### src/rtl/icr_map.svh
`ifndef ICR_MAP_SVH
`define ICR_MAP_SVH

// byte offsets on the register bus
`define ICR_OFF_NVEC      12'h100
`define ICR_OFF_FVEC      12'h104
`define ICR_OFF_PEND      12'h10C
`define ICR_OFF_MASK      12'h110
`define ICR_OFF_CORE      12'h114
`define ICR_OFF_EN        12'h120
`define ICR_OFF_DIS       12'h124
`define ICR_OFF_CLR       12'h128
`define ICR_OFF_SET       12'h12C
`define ICR_OFF_EOH       12'h130
`define ICR_OFF_SPU       12'h134
`define ICR_OFF_DBG       12'h138
`define ICR_OFF_FFEN      12'h140
`define ICR_OFF_FFDIS     12'h144
`define ICR_OFF_FFSTAT    12'h148

// field positions
`define ICR_BIT_FAST_SRC  0
`define ICR_BIT_SYS_SRC   1
`define ICR_BIT_FAST_LINE 0
`define ICR_BIT_NORM_LINE 1
`define ICR_BIT_PROTECTION_ENABLE      0
`define ICR_BIT_GLOBAL_LINE_MASK      1

// reset values and masks
`define ICR_SPU_RST       32'h0000_0000
`define ICR_DBG_RST       2'h0
`define ICR_SRC_RST       32'h0000_0000
`define ICR_FF_VALID      32'hFFFF_FFFE
`endif

### src/rtl/icr_pkg.sv
package icr_pkg;
    typedef enum logic [1:0] {
        icr_resp_okay   = 2'h0,
        icr_resp_slverr = 2'h2
    } icr_resp_t;
endpackage : icr_pkg

### src/rtl/icr_top.sv
`timescale 1ns/1ps
`include "icr_map.svh"
module icr_top #(
    parameter int AW = 12
) (
    // clock and reset
    input  wire logic          clk_i,
    input  wire logic          sys_rst_i,
    // axi4-lite write address and data
    input  wire logic [AW-1:0] s_axi_awaddr_i,
    input  wire logic          s_axi_awvalid_i,
    output logic               s_axi_awready_o,
    input  wire logic [31:0]   s_axi_wdata_i,
    input  wire logic [3:0]    s_axi_wstrb_i,
    input  wire logic          s_axi_wvalid_i,
    output logic               s_axi_wready_o,
    // axi4-lite write response
    output logic [1:0]         s_axi_bresp_o,
    output logic               s_axi_bvalid_o,
    input  wire logic          s_axi_bready_i,
    // axi4-lite read
    input  wire logic [AW-1:0] s_axi_araddr_i,
    input  wire logic          s_axi_arvalid_i,
    output logic               s_axi_arready_o,
    output logic [31:0]        s_axi_rdata_o,
    output logic [1:0]         s_axi_rresp_o,
    output logic               s_axi_rvalid_o,
    input  wire logic          s_axi_rready_i,
    // interrupt sources and vector block links
    input  wire logic [31:0]   src_level_i,
    input  wire logic [31:0]   normal_vector_i,
    input  wire logic [31:0]   fast_vector_i,
    // processor lines and side outputs
    output logic               fast_request_line_o,
    output logic               normal_request_line_o,
    output logic               end_of_handling_o,
    output logic               protection_enable_o
);

    function automatic logic hit(input logic [AW-1:0] a, input logic [11:0] off);
        return a[AW-1:2] == off[AW-1:2];
    endfunction : hit

    function automatic logic known(input logic [AW-1:0] a);
        return hit(a, `ICR_OFF_NVEC) | hit(a, `ICR_OFF_FVEC) | hit(a, `ICR_OFF_PEND) |
               hit(a, `ICR_OFF_MASK) | hit(a, `ICR_OFF_CORE) | hit(a, `ICR_OFF_EN) |
               hit(a, `ICR_OFF_DIS) | hit(a, `ICR_OFF_CLR) | hit(a, `ICR_OFF_SET) |
               hit(a, `ICR_OFF_EOH) | hit(a, `ICR_OFF_SPU) | hit(a, `ICR_OFF_DBG) |
               hit(a, `ICR_OFF_FFEN) | hit(a, `ICR_OFF_FFDIS) | hit(a, `ICR_OFF_FFSTAT);
    endfunction : known

    function automatic logic [31:0] strb_mask(input logic [3:0] s);
        logic [31:0] m;
        m = 32'h0000_0000;
        for (int i = 0; i < 4; i++) begin
            m[i*8 +: 8] = {8{s[i]}};
        end
        return m;
    endfunction : strb_mask

    // ---------------- write channel state
    logic [AW-1:0] awaddr_r, awaddr_nxt;
    logic          aw_got_r, aw_got_nxt;
    logic [31:0]   wdata_r, wdata_nxt;
    logic [3:0]    wstrb_r, wstrb_nxt;
    logic          w_got_r, w_got_nxt;
    logic          awready_r, awready_nxt;
    logic          wready_r, wready_nxt;
    logic          bvalid_r, bvalid_nxt;
    logic [1:0]    bresp_r, bresp_nxt;
    logic          wr_do;
    logic [31:0]   wr_bits;
    logic          w_en, w_dis, w_clr, w_set, w_eoh, w_spu, w_dbg, w_ffen, w_ffdis, w_nvec;

    always_comb begin
        wr_do      = aw_got_r & w_got_r & ~bvalid_r;
        wr_bits    = wdata_r & strb_mask(wstrb_r);
        w_en       = wr_do & hit(awaddr_r, `ICR_OFF_EN);
        w_dis      = wr_do & hit(awaddr_r, `ICR_OFF_DIS);
        w_clr      = wr_do & hit(awaddr_r, `ICR_OFF_CLR);
        w_set      = wr_do & hit(awaddr_r, `ICR_OFF_SET);
        w_eoh      = wr_do & hit(awaddr_r, `ICR_OFF_EOH);
        w_spu      = wr_do & hit(awaddr_r, `ICR_OFF_SPU);
        w_dbg      = wr_do & hit(awaddr_r, `ICR_OFF_DBG);
        w_ffen     = wr_do & hit(awaddr_r, `ICR_OFF_FFEN);
        w_ffdis    = wr_do & hit(awaddr_r, `ICR_OFF_FFDIS);
        w_nvec     = wr_do & hit(awaddr_r, `ICR_OFF_NVEC);
        aw_got_nxt = (aw_got_r & ~wr_do) | (s_axi_awvalid_i & awready_r);
        w_got_nxt  = (w_got_r & ~wr_do) | (s_axi_wvalid_i & wready_r);
        awaddr_nxt = (s_axi_awvalid_i & awready_r) ? s_axi_awaddr_i : awaddr_r;
        wdata_nxt  = (s_axi_wvalid_i & wready_r) ? s_axi_wdata_i : wdata_r;
        wstrb_nxt  = (s_axi_wvalid_i & wready_r) ? s_axi_wstrb_i : wstrb_r;
        bvalid_nxt = wr_do | (bvalid_r & ~s_axi_bready_i);
        // one write in flight: both readies stay low until the response is taken
        awready_nxt = ~aw_got_nxt & ~bvalid_nxt;
        wready_nxt  = ~w_got_nxt & ~bvalid_nxt;
        bresp_nxt   = bresp_r;
        if (wr_do) begin
            bresp_nxt = known(awaddr_r) ? icr_pkg::icr_resp_okay : icr_pkg::icr_resp_slverr;
        end
    end

    always_ff @(posedge clk_i) begin
        if (sys_rst_i) begin
            awaddr_r  <= '0;
            aw_got_r  <= 1'b0;
            wdata_r   <= 32'h0000_0000;
            wstrb_r   <= 4'h0;
            w_got_r   <= 1'b0;
            awready_r <= 1'b0;
            wready_r  <= 1'b0;
            bvalid_r  <= 1'b0;
            bresp_r   <= icr_pkg::icr_resp_okay;
        end else begin
            awaddr_r  <= awaddr_nxt;
            aw_got_r  <= aw_got_nxt;
            wdata_r   <= wdata_nxt;
            wstrb_r   <= wstrb_nxt;
            w_got_r   <= w_got_nxt;
            awready_r <= awready_nxt;
            wready_r  <= wready_nxt;
            bvalid_r  <= bvalid_nxt;
            bresp_r   <= bresp_nxt;
        end
    end

    // ---------------- controller state
    logic [31:0] enable_r, enable_nxt;
    logic [31:0] pending_r, pending_nxt;
    logic [31:0] ffe_r, ffe_nxt;
    logic [31:0] spu_r, spu_nxt;
    logic [1:0]  dbg_r, dbg_nxt;
    logic        in_service_r, in_service_nxt;
    logic        fast_line_r, fast_line_nxt;
    logic        normal_line_r, normal_line_nxt;
    logic        eoh_r, eoh_nxt;
    logic [31:0] active;
    logic [31:0] smask;
    logic        fast_req, normal_req, nvec_ack;
    logic        ar_fire, r_nvec;

    always_comb begin
        smask      = strb_mask(wstrb_r);
        enable_nxt = (enable_r | (w_en ? wr_bits : 32'h0000_0000))
                     & ~(w_dis ? wr_bits : 32'h0000_0000);
        // source activity is ORed last so a new event beats a clear in the same cycle
        pending_nxt = (pending_r & ~(w_clr ? wr_bits : 32'h0000_0000))
                      | (w_set ? wr_bits : 32'h0000_0000)
                      | src_level_i;
        ffe_nxt = ((ffe_r | (w_ffen ? wr_bits : 32'h0000_0000))
                   & ~(w_ffdis ? wr_bits : 32'h0000_0000)) & `ICR_FF_VALID;
        spu_nxt = w_spu ? ((spu_r & ~smask) | (wdata_r & smask)) : spu_r;
        dbg_nxt = w_dbg ? ((dbg_r & ~smask[1:0]) | (wdata_r[1:0] & smask[1:0])) : dbg_r;
        active   = pending_r & enable_r;
        // source 0 is always fast; others go fast only when routed
        fast_req   = active[`ICR_BIT_FAST_SRC] | (|(active & ffe_r));
        normal_req = (|(active & ~ffe_r & `ICR_FF_VALID)) & ~in_service_r;
        fast_line_nxt   = fast_req & ~dbg_r[`ICR_BIT_GLOBAL_LINE_MASK];
        normal_line_nxt = normal_req & ~dbg_r[`ICR_BIT_GLOBAL_LINE_MASK];
        // in protection mode a debugger read of the vector has no side effect;
        // software acknowledges by writing the vector register instead
        nvec_ack = dbg_r[`ICR_BIT_PROTECTION_ENABLE] ? w_nvec : (ar_fire & r_nvec);
        in_service_nxt = in_service_r;
        if (w_eoh) begin
            in_service_nxt = 1'b0;
        end
        if (nvec_ack & normal_line_r) begin
            in_service_nxt = 1'b1;
        end
        eoh_nxt = w_eoh;
    end

    always_ff @(posedge clk_i) begin
        if (sys_rst_i) begin
            enable_r      <= `ICR_SRC_RST;
            pending_r     <= `ICR_SRC_RST;
            ffe_r         <= `ICR_SRC_RST;
            spu_r         <= `ICR_SPU_RST;
            dbg_r         <= `ICR_DBG_RST;
            in_service_r  <= 1'b0;
            fast_line_r   <= 1'b0;
            normal_line_r <= 1'b0;
            eoh_r         <= 1'b0;
        end else begin
            enable_r      <= enable_nxt;
            pending_r     <= pending_nxt;
            ffe_r         <= ffe_nxt;
            spu_r         <= spu_nxt;
            dbg_r         <= dbg_nxt;
            in_service_r  <= in_service_nxt;
            fast_line_r   <= fast_line_nxt;
            normal_line_r <= normal_line_nxt;
            eoh_r         <= eoh_nxt;
        end
    end

    // ---------------- read channel
    logic          arready_r, arready_nxt;
    logic          rvalid_r, rvalid_nxt;
    logic [31:0]   rdata_r, rdata_nxt;
    logic [1:0]    rresp_r, rresp_nxt;
    logic [31:0]   rd_val;
    logic          r_core, r_dbg;

    always_comb begin
        ar_fire = s_axi_arvalid_i & arready_r;
        r_nvec  = hit(s_axi_araddr_i, `ICR_OFF_NVEC);
        r_core  = hit(s_axi_araddr_i, `ICR_OFF_CORE);
        r_dbg   = hit(s_axi_araddr_i, `ICR_OFF_DBG);
        rd_val  = 32'h0000_0000;
        if (r_nvec) begin
            rd_val = normal_line_r ? normal_vector_i : spu_r;
        end else if (hit(s_axi_araddr_i, `ICR_OFF_FVEC)) begin
            rd_val = fast_line_r ? fast_vector_i : spu_r;
        end else if (hit(s_axi_araddr_i, `ICR_OFF_PEND)) begin
            rd_val = pending_r;
        end else if (hit(s_axi_araddr_i, `ICR_OFF_MASK)) begin
            rd_val = enable_r;
        end else if (r_core) begin
            rd_val[`ICR_BIT_FAST_LINE] = fast_line_r;
            rd_val[`ICR_BIT_NORM_LINE] = normal_line_r;
        end else if (hit(s_axi_araddr_i, `ICR_OFF_SPU)) begin
            rd_val = spu_r;
        end else if (r_dbg) begin
            rd_val[1:0] = dbg_r;
        end else if (hit(s_axi_araddr_i, `ICR_OFF_FFSTAT)) begin
            rd_val = ffe_r;
        end
        rvalid_nxt  = ar_fire | (rvalid_r & ~s_axi_rready_i);
        arready_nxt = ~rvalid_nxt;
        rdata_nxt   = ar_fire ? rd_val : rdata_r;
        rresp_nxt   = rresp_r;
        if (ar_fire) begin
            rresp_nxt = known(s_axi_araddr_i) ? icr_pkg::icr_resp_okay : icr_pkg::icr_resp_slverr;
        end
    end

    always_ff @(posedge clk_i) begin
        if (sys_rst_i) begin
            arready_r <= 1'b0;
            rvalid_r  <= 1'b0;
            rdata_r   <= 32'h0000_0000;
            rresp_r   <= icr_pkg::icr_resp_okay;
        end else begin
            arready_r <= arready_nxt;
            rvalid_r  <= rvalid_nxt;
            rdata_r   <= rdata_nxt;
            rresp_r   <= rresp_nxt;
        end
    end

    assign s_axi_awready_o       = awready_r;
    assign s_axi_wready_o        = wready_r;
    assign s_axi_bvalid_o        = bvalid_r;
    assign s_axi_bresp_o         = bresp_r;
    assign s_axi_arready_o       = arready_r;
    assign s_axi_rvalid_o        = rvalid_r;
    assign s_axi_rdata_o         = rdata_r;
    assign s_axi_rresp_o         = rresp_r;
    assign fast_request_line_o   = fast_line_r;
    assign normal_request_line_o = normal_line_r;
    assign end_of_handling_o     = eoh_r;
    assign protection_enable_o   = dbg_r[`ICR_BIT_PROTECTION_ENABLE];

    // ---------------- checks
    logic r_fvec;
    assign r_fvec = hit(s_axi_araddr_i, `ICR_OFF_FVEC);
endmodule : icr_top

### config.mk
export PLATFORM = sky130hd
export DESIGN_NAME = icr_top
export DESIGN_NICKNAME = d
export VERILOG_FILES = /design/src/rtl/icr_pkg.sv /design/src/rtl/icr_top.sv
export VERILOG_INCLUDE_DIRS = /design/src /design/src/rtl
export SDC_FILE = /design/constraint.sdc
export NUM_CORES = 1
export LEC_CHECK = 0
export BUFFER_PORTS_ARGS = -buffer_cell sky130_fd_sc_hd__buf_4
export CAP_MARGIN = 20
export CORE_MARGIN = 2
export CORE_UTILIZATION = 35
export DETAILED_ROUTE_END_ITERATION = 16
export SLEW_MARGIN = 10
export SYNTH_ARGS = -nofsm -noshare
export SYNTH_HDL_FRONTEND = slang
export SYNTH_SLANG_ARGS = --single-unit
### constraint.sdc
create_clock -name clk_i -period 4.7 [get_ports clk_i]
set_input_delay 0.94 -clock clk_i [delete_from_list [all_inputs] [get_ports clk_i]]
set_output_delay 0.94 -clock clk_i [all_outputs]
set_load 0.005 [all_outputs]
==> results.ini <==
[detailed_routing]
drt_wl_total_mm=41.22
drc=0
top_layer_used=met4
wl_met2_mm=18.41
routed_via_density=5.916
met3_wirelength_mm=3.527
drt-initial-drc-count=1064
drtAntennaViolNets=0
vias=11260
avgRoutedWirePerCell_um=21.66
wl_met1_mm=17.86
first_pass_iters=7

[grt]
grt_usage_pct=23.87
antenna_found_initial=0
grt_max_degree=180
overflow=0
grt_pass1_wl_mm=62.71
grt_pass1_vias=10720

[clock_network]
numCtsBuffers=25
clock_sinks=220
cts_setup_buffers=0
cts_root_buffer=clkbuf_16
cts_tree=done
clkTransAtPathRegs_ps=60
clock_latency_ps=530
cts_hold_buf=0
cts_buffer_depth=3
cts.repair.resized=0
cts_max_level=1

[power_and_ir_drop]
seq_power_share_pct=46.0
intPower_uw=3267
clkPwrFrac_pct=45.4
ir_drop_uv=238.3
combPwrFrac_pct=8.6
power_density_nw_per_um2=317.7
p_switching_uw=1061
p_leak_uw=0.004893
switching_share_pct=24.52
power_uw=4328

[floorplan]
die_h_um=182.7
core_area_um2=31470
initial_core_util_pct=35.52
die_area_um2=33380
row_count=65
fp.dieW_um=182.7
io_pins=208

[sta]
rsz0062_at_grt=no
worst_pin_slew_ps=999.3
whs_ps=465.6
setup_viol=0
setup_ws_ps=1622
finalCritPeriodShare_pct=65.50
tns_ps=0
max_clock_freq_mhz=324.9
finalMaxSlewViolations=0
final_hold_viol_count=0
relSlewSlack_pct=33.38
min_period_ps=3078
skew_ps=14.48

[finish]
nFillCells=3103
multiInputGateArea_um2=6197
syn_to_final_growth_pct=21.88
drive_above_1_share_pct=20.72
finalNetCount=1646
antenna_cells=0
regArea_um2=4407

[placed_design]
dpl_worst_slack_ps=1144
gp_congestion=0.8604
numPortBuffers=201
dp_hpwl_mm=26.93

[worst_hold_path]
hold_path.startpoint=wdata_r[7]
whs_path_depth=2
hold_class=flip-flop to flip-flop

[critical_path]
crit_path_max_incr_delay_ps=680
end_kind=flip-flop
crit_buf_inv=2
timing.critical_path.mode_cell=buf_4
worstSetupStartpointType=input pin
path_cells=buf_4 > or4_4 > or3b_1 > or3_1 > buf_4 > o221ai_1 > a21oi_1
rrSetupSlack_ps=2250
critical_path_class=input pin to flip-flop
crit_fanout=43
r2r-start=awaddr_r[11]
crit_arrival_ps=3500
r2r-end=ffe_r[17]
crit_required_ps=5120
critPathSlowestCell=or3_1
ff2ff_path_depth=5
crit_family=simple AND/OR/NAND/NOR gates

[logic_synthesis]
syn_area_um2=11180
synth_cell_types=54
synth_edf_count=0
syn_area_per_cell_um2=8.048
ys_seq_area_share_pct=39.40
yosysWarnings=0
synth-async-reset-ratio_pct=0
synth-main-ff-cell=dfxtp_1
synth_seq_cells=220
syn_inst=1389

[outcome]
run_status=finished clean

[flow_run]
drv_cap=0

tightest hold or removal path: cells and delay by family, from the launching register on:
kind            cells  cell delay (ps)
compound gates      1               50
flops               1              320
simple gates        1               60
metrics by stage:
stage / util [%] / area, um^2 / instances
2_1_floorplan: - / 11180 / 1390
3_3_place_gp: 40.69 / 12810 / 1858
3_5_place_dp: 40.69 / 12810 / 1858
4_1_cts: 43.29 / 13620 / 1903
5_1_grt: 43.29 / 13620 / 1903
6_report: 43.29 / 13620 / 1903
worst max path at each step:
stage | startpoint | endpoint | cells past startpoint
after CTS | s_axi_araddr_i[7] | s_axi_rdata_o[5] | 7
after detailed placement | s_axi_araddr_i[3] | s_axi_rdata_o[5] | 7
after floorplan | s_axi_araddr_i[6] | s_axi_rdata_o[10] | 8
after global routing | s_axi_araddr_i[7] | s_axi_rdata_o[5] | 7
after global placement | s_axi_araddr_i[7] | s_axi_rdata_o[8] | 7
final | s_axi_araddr_i[3] | s_axi_rdata_o[5] | 7
cells by family after synthesis:
| logic type | synth area share (%) |
|---|---|
| mux | 6.447 |
| compound gates | 30.18 |
| buf+inv | 5.653 |
| other cells | 0.03355 |
| simple gates | 18.29 |
| flops | 39.40 |
power groups by stage:
| stage | Combinational [uW] | Sequential (uW) | Clock (uW) |
|---|---|---|---|
| final | 372 | 1990 | 1970 |
| after global routing | 405 | 2000 | 2060 |
| after CTS | 371 | 1990 | 1990 |
| after detailed placement | 370 | 2030 | 0 |
| after global placement | 367 | 2030 | 0 |
| after floorplan | 197 | 2000 | 0 |
routing by layer:
metal | GRT usage, % | vias to the layer above
met1 | 32.64 | 5309
met2 | 37.54 | 531
li1 | - | 5336
met4 | 8.645 | 0
met3 | 4.430 | 83
met5 | 0 | -
Yosys cell counts, types with 15 or more instances:
| cell | number | area (um^2) |
|---|---|---|
| o22ai_1 | 20 | 125.1 |
| a221o_1 | 32 | 320.3 |
| clkbuf_1 | 138 | 518.0 |
| nor2b_1 | 38 | 237.7 |
| a211oi_1 | 64 | 480.5 |
| nor2_1 | 15 | 56.30 |
| a21o_1 | 30 | 225.2 |
| o221ai_1 | 30 | 262.8 |
| nand2_1 | 196 | 735.7 |
| mux2_2 | 32 | 360.4 |
| o21ai_0 | 39 | 195.2 |
| mux2i_1 | 36 | 360.4 |
| or3_1 | 31 | 193.9 |
| dfxtp_1 | 220 | 4404 |
| nand3_1 | 35 | 175.2 |
| and2_1 | 35 | 219.0 |
| a21oi_1 | 271 | 1356 |
| a222oi_1 | 30 | 300.3 |
cell type report:
cell class | instances | share of cell area [%]
clock buffers | 36 | 5.262
clock inverters | 9 | 0.7439
inverters | 5 | 0.1378
multi-input cells | 1011 | 45.49
flip-flops and latches | 220 | 32.34
well taps | 402 | 3.692
repair buffers | 220 | 12.33
placed cells by master, fill, tap and decap left out, types with 6 or more instances in the layout:
cell type	count
a21oi_1	271
dfxtp_1	218
buf_4	217
nand2_1	195
a211oi_1	64
o21ai_0	39
nor2b_1	36
mux2i_1	36
nand3_1	35
and2_1	34
a221o_1	32
mux2_2	32
or3_1	31
a21o_1	30
a222oi_1	30
o221ai_1	30
clkbuf_16	25
o22ai_1	20
nor2_1	14
nor4_1	11
and3_1	9
nand4_1	8
nand2b_1	6
clkbuf_1	6
Power figures use the tool's default switching activity.
